## src/logic/mds_pkg.sv

```systemverilog
// shared constants for the micro dma start select and external irq block
package mds_pkg;
    // register indices; byte address is four times the index
    localparam logic [7:0]  SEL1_IDX     = 8'h5B;
    localparam logic [7:0]  SEL2_IDX     = 8'h5C;
    localparam logic [7:0]  SEL3_IDX     = 8'h5D;
    localparam logic [7:0]  IMODE_IDX    = 8'h60;
    localparam logic [7:0]  CAPMODE_IDX  = 8'h61;
    localparam logic [7:0]  STATUS_IDX   = 8'h62;
    localparam logic [7:0]  MASK_IDX     = 8'h63;
    localparam logic [7:0]  FLAGS_IDX    = 8'h64;
    localparam int          ADDR_W       = 12;
    // field positions
    localparam int          IMODE_NMI_BOTH = 0;
    localparam int          IMODE_PIN0_LVL = 1;
    localparam int          CAP_A_LSB      = 0;
    localparam int          CAP_B_LSB      = 2;
    localparam logic [1:0]  CAP_FALLING    = 2'h2;
    // vector codes: source i carries VEC_BASE + VEC_STEP * i
    localparam int          NUM_SRC      = 30;
    localparam int          NUM_PINS     = 9;
    localparam int          NUM_PERIPH   = NUM_SRC - NUM_PINS;
    localparam logic [7:0]  VEC_BASE     = 8'h28;
    localparam logic [7:0]  VEC_STEP     = 8'h04;
    localparam logic [7:0]  VEC_SOFT     = 8'hFC;
    // status layout: nmi, pins 0..8, transfer end 1..3
    localparam int          ST_W         = 13;
    localparam int          ST_XFER_LSB  = 10;
    // reset values and axi response codes
    localparam logic [7:0]  SEL_RST      = 8'h00;
    localparam logic [1:0]  IMODE_RST    = 2'h0;
    localparam logic [3:0]  CAP_RST      = 4'h0;
    localparam logic [9:0]  SYNC_RST     = 10'h001;
    localparam logic [1:0]  RESP_OKAY    = 2'h0;
    localparam logic [1:0]  RESP_SLVERR  = 2'h2;
endpackage : mds_pkg

```

## src/logic/mds_top.sv

```systemverilog
// start source selection for dma channels 1..3 and external irq sensing
//
// The AXI4-Lite register port was decided locally.
`timescale 1ns/10ps

// Summary of operation
// write-only selectors for channels 1-3, reset zero
// software uses plain writes, never read-modify-write
// fixed vector codes 28H to 9CH step four
// code FCH gives a software dma start
// nmi falling edge, or both edges when set
// other pins sense rising edges
// pin 5 falling when capture mode a is 10
// pin 7 falling when capture mode b is 10
// input mode register controls nmi and pin 0
// matching source is routed to dma, not cpu
// lowest channel wins on equal selector codes
// count zero raises end irq; zero selector releases
// compare bits 7 to 2 only
// pins synchronised, one-cycle detect sets request flag
module mds_top (
    input  wire logic                         clock,
    input  wire logic                         reset,
    input  wire logic [mds_pkg::ADDR_W-1:0]   s_axi_awaddr,
    input  wire logic                         s_axi_awvalid,
    output logic                              s_axi_awready,
    input  wire logic [31:0]                  s_axi_wdata,
    input  wire logic [3:0]                   s_axi_wstrb,
    input  wire logic                         s_axi_wvalid,
    output logic                              s_axi_wready,
    output logic [1:0]                        s_axi_bresp,
    output logic                              s_axi_bvalid,
    input  wire logic                         s_axi_bready,
    input  wire logic [mds_pkg::ADDR_W-1:0]   s_axi_araddr,
    input  wire logic                         s_axi_arvalid,
    output logic                              s_axi_arready,
    output logic [31:0]                       s_axi_rdata,
    output logic [1:0]                        s_axi_rresp,
    output logic                              s_axi_rvalid,
    input  wire logic                         s_axi_rready,
    input  wire logic                         nmiPinN,
    input  wire logic [mds_pkg::NUM_PINS-1:0] extIrqPin,
    input  wire logic [mds_pkg::NUM_PERIPH-1:0] periphIrq,
    input  wire logic [mds_pkg::NUM_SRC-1:0]  cpuClear,
    input  wire logic [3:1]                   dmaAck,
    input  wire logic [3:1]                   xferCountZero,
    output logic [mds_pkg::NUM_SRC-1:0]       cpuIrqReq,
    output logic                              nmiReq,
    output logic [3:1]                        dmaReq,
    output logic [3:1]                        dmaSoftStart,
    output logic [3:1]                        transferEndIrq,
    output logic                              irq
);

    ////////////////////////////////////////////////////////////////////////
    // helpers

    // byte address of a register index
    function automatic logic [mds_pkg::ADDR_W-1:0] regAddr(
        input logic [7:0] idx
    );
        regAddr = {2'h0, idx, 2'h0};
    endfunction : regAddr

    // vector code of hardware source i
    function automatic logic [7:0] vecCode(input int i);
        vecCode = mds_pkg::VEC_BASE + 8'(mds_pkg::VEC_STEP * i);
    endfunction : vecCode

    // compare the upper six bits only; low two bits are don't care
    function automatic logic codeMatch(
        input logic [7:0] a,
        input logic [7:0] b
    );
        codeMatch = (a[7:2] == b[7:2]);
    endfunction : codeMatch

    ////////////////////////////////////////////////////////////////////////
    // registers

    logic [7:0]                   sel_q [1:3];
    logic [1:0]                   imode_q;
    logic [3:0]                   capMode_q;
    logic [mds_pkg::ST_W-1:0]     status_q;
    logic [mds_pkg::ST_W-1:0]     mask_q;
    logic [mds_pkg::NUM_SRC-1:0]  flags_q;
    logic [9:0]                   sync1_q;
    logic [9:0]                   sync2_q;
    logic [9:0]                   sync3_q;
    logic [9:0]                   lvl_q;
    logic [9:0]                   lvl_d;
    logic [9:0]                   detect_q;
    logic [9:0]                   detect_d;

    // axi write side
    logic                         awHeld_q;
    logic                         wHeld_q;
    logic [mds_pkg::ADDR_W-1:0]   wAddr_q;
    logic [31:0]                  wData_q;
    logic                         wByte0_q;
    logic                         wrEn;
    logic                         wrHit;

    ////////////////////////////////////////////////////////////////////////
    // axi4-lite write channel: address and data taken in either order

    always_ff @(posedge clock or posedge reset) begin
        if (reset) begin
            awHeld_q      <= 1'b0;
            wHeld_q       <= 1'b0;
            wAddr_q       <= '0;
            wData_q       <= '0;
            wByte0_q      <= 1'b0;
            s_axi_awready <= 1'b1;
            s_axi_wready  <= 1'b1;
            s_axi_bvalid  <= 1'b0;
            s_axi_bresp   <= mds_pkg::RESP_OKAY;
        end else begin
            if (s_axi_awvalid && s_axi_awready) begin
                awHeld_q      <= 1'b1;
                wAddr_q       <= s_axi_awaddr;
                s_axi_awready <= 1'b0;
            end
            if (s_axi_wvalid && s_axi_wready) begin
                wHeld_q      <= 1'b1;
                wData_q      <= s_axi_wdata;
                wByte0_q     <= s_axi_wstrb[0];
                s_axi_wready <= 1'b0;
            end
            if (wrEn) begin
                awHeld_q     <= 1'b0;
                wHeld_q      <= 1'b0;
                s_axi_bvalid <= 1'b1;
                s_axi_bresp  <= wrHit ? mds_pkg::RESP_OKAY
                                      : mds_pkg::RESP_SLVERR;
            end
            if (s_axi_bvalid && s_axi_bready) begin
                s_axi_bvalid  <= 1'b0;
                s_axi_awready <= 1'b1;
                s_axi_wready  <= 1'b1;
            end
        end
    end

    // the write lands once both halves are held
    assign wrEn = awHeld_q && wHeld_q && !s_axi_bvalid;

    // decode of the held write address
    always_comb begin
        wrHit = 1'b0;
        // indices 5B..63 are mapped; the gap 5E/5F is removed below
        for (int k = 0; k < 9; k++) begin
            if (wAddr_q == regAddr(mds_pkg::SEL1_IDX + 8'(k)))
                wrHit = 1'b1;
        end
        if (wAddr_q == regAddr(mds_pkg::SEL3_IDX + 8'h01) ||
            wAddr_q == regAddr(mds_pkg::SEL3_IDX + 8'h02)) begin
            wrHit = 1'b0;
        end
    end

    ////////////////////////////////////////////////////////////////////////
    // start source selectors; bits 1:0 stored as zero and never read back

    always_ff @(posedge clock or posedge reset) begin
        if (reset) begin
            for (int c = 1; c <= 3; c++) sel_q[c] <= mds_pkg::SEL_RST;
            dmaSoftStart <= '0;
        end else begin
            dmaSoftStart <= '0;
            for (int c = 1; c <= 3; c++) begin
                if (wrEn && wByte0_q && wAddr_q ==
                    regAddr(mds_pkg::SEL1_IDX + 8'(c - 1))) begin
                    sel_q[c] <= {wData_q[7:2], 2'h0};
                    // soft code starts the channel once, no source involved
                    if (codeMatch(wData_q[7:0], mds_pkg::VEC_SOFT))
                        dmaSoftStart[c] <= 1'b1;
                end
            end
        end
    end

    // mode, capture, mask and status registers
    always_ff @(posedge clock or posedge reset) begin
        if (reset) begin
            imode_q   <= mds_pkg::IMODE_RST;
            capMode_q <= mds_pkg::CAP_RST;
            mask_q    <= '0;
            status_q  <= '0;
        end else begin
            if (wrEn && wByte0_q && wAddr_q == regAddr(mds_pkg::IMODE_IDX))
                imode_q <= wData_q[1:0];
            if (wrEn && wByte0_q && wAddr_q == regAddr(mds_pkg::CAPMODE_IDX))
                capMode_q <= wData_q[3:0];
            if (wrEn && wAddr_q == regAddr(mds_pkg::MASK_IDX))
                mask_q <= wData_q[mds_pkg::ST_W-1:0];
            // set wins over a write-one clear in the same cycle
            status_q <= (status_q & ~((wrEn && wAddr_q ==
                         regAddr(mds_pkg::STATUS_IDX)) ?
                         wData_q[mds_pkg::ST_W-1:0] : '0))
                      | {xferCountZero, detect_q};
        end
    end

    ////////////////////////////////////////////////////////////////////////
    // axi4-lite read channel, data one cycle after the address

    always_ff @(posedge clock or posedge reset) begin
        if (reset) begin
            s_axi_arready <= 1'b1;
            s_axi_rvalid  <= 1'b0;
            s_axi_rdata   <= '0;
            s_axi_rresp   <= mds_pkg::RESP_OKAY;
        end else if (s_axi_arvalid && s_axi_arready) begin
            s_axi_arready <= 1'b0;
            s_axi_rvalid  <= 1'b1;
            s_axi_rresp   <= mds_pkg::RESP_OKAY;
            s_axi_rdata   <= '0;
            case (s_axi_araddr)
                // selectors are write-only and read as zero
                regAddr(mds_pkg::SEL1_IDX),
                regAddr(mds_pkg::SEL2_IDX),
                regAddr(mds_pkg::SEL3_IDX):    s_axi_rdata <= '0;
                regAddr(mds_pkg::IMODE_IDX):   s_axi_rdata <= {30'h0, imode_q};
                regAddr(mds_pkg::CAPMODE_IDX): s_axi_rdata <= {28'h0, capMode_q};
                regAddr(mds_pkg::STATUS_IDX):  s_axi_rdata <= {19'h0, status_q};
                regAddr(mds_pkg::MASK_IDX):    s_axi_rdata <= {19'h0, mask_q};
                regAddr(mds_pkg::FLAGS_IDX):   s_axi_rdata <= {2'h0, flags_q};
                default:                       s_axi_rresp <= mds_pkg::RESP_SLVERR;
            endcase
        end else if (s_axi_rvalid && s_axi_rready) begin
            s_axi_rvalid  <= 1'b0;
            s_axi_arready <= 1'b1;
        end
    end

    ////////////////////////////////////////////////////////////////////////
    // pin synchronisers: bit 0 nmi (active low), bits 1..9 pins 0..8

    always_ff @(posedge clock or posedge reset) begin
        if (reset) begin
            sync1_q  <= mds_pkg::SYNC_RST;
            sync2_q  <= mds_pkg::SYNC_RST;
            sync3_q  <= mds_pkg::SYNC_RST;
            lvl_q    <= mds_pkg::SYNC_RST;
            detect_q <= '0;
        end else begin
            sync1_q  <= {extIrqPin, nmiPinN};
            sync2_q  <= sync1_q;
            sync3_q  <= sync2_q;
            lvl_q    <= lvl_d;
            detect_q <= detect_d;
        end
    end

    // accepted level moves only when the second and third stages agree,
    // which filters a single-cycle glitch on the pin
    always_comb begin
        logic [9:0] rise;
        logic [9:0] fall;
        rise = '0;
        fall = '0;
        for (int i = 0; i < 10; i++)
            lvl_d[i] = (sync2_q[i] == sync3_q[i]) ? sync3_q[i] : lvl_q[i];
        rise = lvl_d & ~lvl_q;
        fall = ~lvl_d & lvl_q;
        detect_d = rise;
        detect_d[0] = fall[0] |
                      (imode_q[mds_pkg::IMODE_NMI_BOTH] & rise[0]);
        if (capMode_q[mds_pkg::CAP_A_LSB +: 2] == mds_pkg::CAP_FALLING)
            detect_d[6] = fall[6];
        if (capMode_q[mds_pkg::CAP_B_LSB +: 2] == mds_pkg::CAP_FALLING)
            detect_d[8] = fall[8];
        if (imode_q[mds_pkg::IMODE_PIN0_LVL])
            detect_d[1] = 1'b0;
    end

    ////////////////////////////////////////////////////////////////////////
    // request flags and routing to dma or cpu

    logic [1:0]                   route [mds_pkg::NUM_SRC];
    logic [mds_pkg::NUM_SRC-1:0]  dmaClr;
    logic [mds_pkg::NUM_SRC-1:0]  toCpu;
    logic [3:1]                   toDma;

    // lowest channel checked last so it overrides higher ones
    always_comb begin
        dmaClr = '0;
        toCpu  = '0;
        toDma  = '0;
        for (int i = 0; i < mds_pkg::NUM_SRC; i++) begin
            route[i] = 2'h0;
            for (int c = 3; c >= 1; c--) begin
                // a zero selector never matches, so clearing releases it
                if (sel_q[c] != 8'h00 && codeMatch(sel_q[c], vecCode(i)))
                    route[i] = 2'(c);
            end
            if (route[i] == 2'h0) begin
                toCpu[i] = flags_q[i];
            end else begin
                toDma[route[i]] = toDma[route[i]] | flags_q[i];
                dmaClr[i] = dmaAck[route[i]];
            end
        end
    end

    always_ff @(posedge clock or posedge reset) begin
        if (reset) begin
            flags_q <= '0;
        end else begin
            // a new request beats a clear arriving in the same cycle
            flags_q <= (flags_q & ~(cpuClear | dmaClr)) |
                       {periphIrq, detect_q[9:1]};
            if (imode_q[mds_pkg::IMODE_PIN0_LVL])
                flags_q[0] <= lvl_q[1];
        end
    end

    // registered outputs toward cpu and dma engine
    always_ff @(posedge clock or posedge reset) begin
        if (reset) begin
            cpuIrqReq      <= '0;
            dmaReq         <= '0;
            nmiReq         <= 1'b0;
            transferEndIrq <= '0;
            irq            <= 1'b0;
        end else begin
            cpuIrqReq      <= toCpu;
            dmaReq         <= toDma;
            nmiReq         <= detect_q[0];
            transferEndIrq <= xferCountZero;
            irq            <= |(status_q & mask_q);
        end
    end

endmodule : mds_top

```

## config.mk

```make
export PLATFORM = sky130hd
export DESIGN_NAME = mds_top
export DESIGN_NICKNAME = d
export VERILOG_FILES = /design/src/logic/mds_pkg.sv /design/src/logic/mds_top.sv
export SDC_FILE = /design/constraint.sdc
export NUM_CORES = 1
export LEC_CHECK = 0
export BUFFER_PORTS_ARGS = -buffer_cell sky130_fd_sc_hd__buf_2
export CORE_ASPECT_RATIO = 0.7
export CORE_MARGIN = 4
export CORE_UTILIZATION = 34
export CTS_BUF_LIST = sky130_fd_sc_hd__clkbuf_8
export DETAILED_ROUTE_END_ITERATION = 10
export PLACE_DENSITY = 0.61
export SLEW_MARGIN = 20
export SYNTH_ARGS = -nofsm -noshare
export SYNTH_HDL_FRONTEND = slang
export SYNTH_SLANG_ARGS = --single-unit
```

## constraint.sdc

```tcl
create_clock -name clock -period 9 [get_ports clock]
set_input_delay 0.9 -clock clock [delete_from_list [all_inputs] [get_ports clock]]
set_output_delay 0.9 -clock clock [all_outputs]
set_load 0.02 [all_outputs]
```

==> summary.txt <==
Worst setup path
  – WS Path Type: reg -> reg
  – Crit Path Max Fanout: 16
  – Worst Path Required: between 9 and 10 ns
  – CP arrival: 3.80 ns
  – Critical path capture point type: flop
  – Setup crit start kind: flop

Pwr
  – Total power: 2.55 mW
  – VDD IR-drop max: 103 uV
  – Leak: 5.81 nW
  – Power Density: approximately 190 nW/um2

Routing
  – Routed vias: 9,922
  – Routed wire length: 39,400 um
  – Routed length per instance: 22.5 um
  – Post-DRT Antenna Nets: 0
  – DRC viols: 0
  – First-pass DRT Iterations: 6
  – Iter 0 DRT Violations: 1,037
  – Vias/cell: 5.68

STA
  – Rel. slew slack: 35.5%
  – Final setup fails: 0
  – Sum of negative setup slack: 0 ns
  – Least-Margin Pin Slew: between 0.9 and 1 ns
  – Final hold violations: 0
  – FMAX: 294 MHz
  – Final worst-path cycle share: a little under two fifths
  – Count of final max-slew check failures: 0
  – Clk_skew: 0.0216 ns
  – RSZ-0062 raised after global routing: false
  – Final min period: 3.40 ns

Synthesis
  – Synth top area share: 50.8%
  – Cell variety after synth: just under 80
  – Synth area leader: dfrtp_1
  – Async SR Flop Fraction: between 90% and 100%
  – Synth Cell Area: 11,300 um2
  – Mean area per synthesized cell: 10.2 um2
  – Most used DFF post-synth: dfrtp_1
  – Synth warn: 0
  – Ranking of synthesized cells by area: dfrtp_1 51%, mux2_2 6.6%, nand2_1 5.3%
  – Mapped Cells: between 1,000 and 1,500
  – Post-synth EDFFs: 0
  – Synth Register Bits: between 200 and 250
  – Sequential area share after synthesis: 52.4%

Clock network
  – Clk Latency, worst-skew pair: 0.56 ns
  – Post-CTS Setup Bufs: 0
  – Hold-fix buffers, CTS: 0
  – # resized after CTS: 0
  – Clock-pin transition on the worst setup and hold timing paths: 0.06 ns
  – CTS Buf Count: 39
  – CTS tree: done
  – CTS Sinks: 236
  – H-tree levels: 2
  – CTS root buf: clkbuf_8
  – Worst-case clock buffer depth: 3

Cells and area
  – Fin nets: 1,426
  – Fin util: 41.3%
  – Finished Layout Cells: around 1,700
  – Area Growth Syn to Fin: 18.9%
  – Fraction of layout cells with a size suffix above 1: 28.3%
  – Fin area: 13,400 um2

Worst hold path
  – Min-Delay Path Class: reg -> reg

GRT
  – Largest net degree at the start of global routing: 88
  – First-pass GRT wire length: 59,300 um
  – Vias in the first global route: 9,627
  – All-Layer GR Usage: 21.2%
  – Global route overflow: 0
  – Initial antenna violation count: 2

Floorplan
  – DIE WIDTH: 226 um
  – Core Rows: 55
  – Die area: 36,200 um2
  – Initial Utilization: about a third
  – Io pins: about 220
  – CORE AREA: 32,500 um2
  – DIE HEIGHT: 160 um

Placed design
  – DP Cell Count: between 1,500 and 2,000
  – Gp weighted congestion: approximately 1
  – Detail Placement HPWL: 28,900 um
  – Placed Instance Area: 12,600 um2
  – Buffers on Ports: 189

Run
  – Total of max-cap violations: 0

Status
  – Status: finished clean
power by group:
| group | leakage (nW) | total, mW | switching, mW | internal [mW] |
|---|---|---|---|---|
| clock network | 0.452 | 0.937 | 0.432 | 0.506 |
| registers | 2.89 | 1.31 | 0.132 | 1.18 |
| logic | 2.47 | 0.301 | 0.165 | 0.136 |
| total | 5.81 | 2.55 | 0.729 | 1.82 |
cell usage in the layout (no fill, tap or decap), types with 8 or more instances in the layout:
master    synthesis  routed
nand4_1          13      13
a21o_1           15      15
nor4_1           14      14
nor3_1           33      33
clkbuf_8          0      47
dfrtp_1         229     229
nand2b_1         14      14
nor2b_1          11      11
a222oi_1         12      12
nand3_1          42      42
a21oi_1          18      18
o21ai_0          88      88
o311ai_0         15      15
nor2_1           78      78
inv_1            37      49
maj3_1           10      10
buf_4             4      11
nand2_1         160     160
a31o_2           18      18
buf_2            15     189
mux2_2           66      66
mux2i_1           8       8
o22ai_1           8       8
a31oi_1          12      12
per-stage QoR:
step                hold WS [ns]  worst slack (ns)
CTS                        0.350              5.74
finish                     0.345              5.60
detailed placement         0.336              5.69
global placement           0.335              5.76
global route               0.353              5.57
floorplan                  0.331              1.64
per-layer routing:
| layer | global-route usage [%] | up-vias | part of all wire, % |
|---|---|---|---|
| met5 | 0 | - | 0.033 |
| met4 | 5.09 | 2 | 1.8 |
| met3 | 6.69 | 62 | 11 |
| met2 | 27.9 | 525 | 39 |
| met1 | 33.4 | 4879 | 48 |
| li1 | - | 4454 | - |
cells in the mapped netlist (6+ instances only):
library cell    n
mux2i_1         8
nand2_1       160
dfrtp_1       229
o22ai_1         8
nand4_1        13
a21o_1         15
a222oi_1       12
buf_2          15
nor4_1         14
a31oi_1        12
mux2_2         66
a21oi_1        18
and3_1          7
a211oi_1        6
a31o_2         18
inv_1          37
dfstp_2         7
nor2b_1        11
clkbuf_1       37
nand3_1        42
nand2b_1       14
nor3_1         33
a221oi_1        7
o311ai_0       15
maj3_1         10
nand4b_1        6
o21ai_0        88
nor2_1         78
a41o_1          7
nand4bb_1       6
critical path, stage by stage (launching register included):
cell,delay [ns]
dfrtp_1,0.79
nand2_1,0.53
o21ai_0,0.78
nor3_1,0.08
o21ai_0,0.25
nand4_1,0.13
a311oi_1,0.50
o22ai_1,0.17
state kept, by name (all words and copies together) (netlist names), 2 cells and up:
| name | count |
|---|---|
| wAddr_q | 12 |
| capMode_q | 4 |
| detect_q | 10 |
| dmaSoftStart | 3 |
| mask_q | 13 |
| dmaReq | 3 |
| flags_q | 30 |
| sync2_q | 10 |
| status_q | 13 |
| imode_q | 2 |
| sync1_q | 10 |
| lvl_q | 10 |
| transferEndIrq | 3 |
| s_axi_rdata | 30 |
| sel_q | 18 |
| sync3_q | 10 |
| cpuIrqReq | 30 |
| wData_q | 13 |
worst paths after layout:
path                            start      endpoint  slack (ns)  depth (start not counted)
setup / recovery            sel_q[18]     dmaReq[3]        5.60                          7
hold / removal             sync1_q[6]    sync2_q[6]        0.35                          0
setup reg to reg            sel_q[18]     dmaReq[3]        5.60                          7
hold reg to reg            sync1_q[6]    sync2_q[6]        0.35                          0
max in group asynchronous       reset  cpuIrqReq[1]        7.14                          3
min in group asynchronous       reset    sync2_q[1]        0.42                          2
cell families after synthesis:
logic type / synth area share (%)
other: 0.0333
AO/OA/AOI/OAI: 15.3
XOR/XNOR: 0.0777
multiplexers: 7.50
AND/OR/NAND/NOR: 20.2
buffers and inverters: 3.52
adder cells (fa/ha/maj): 0.888
flip-flops: 52.4
final cells by class:
type / instances / area (um2)
Sequential cell: 236 / 5910
Clock buffer: 47 / 647
Multi-Input combinational cell: 778 / 5000
Antenna cell: 1 / 2.50
Inverter: 37 / 146
Clock inverter: 22 / 136
Fill cell: 3280 / 19100
Timing Repair Buffer: 200 / 1030
Tap cell: 427 / 534
Note: power is estimated with default switching activity, not from simulation.
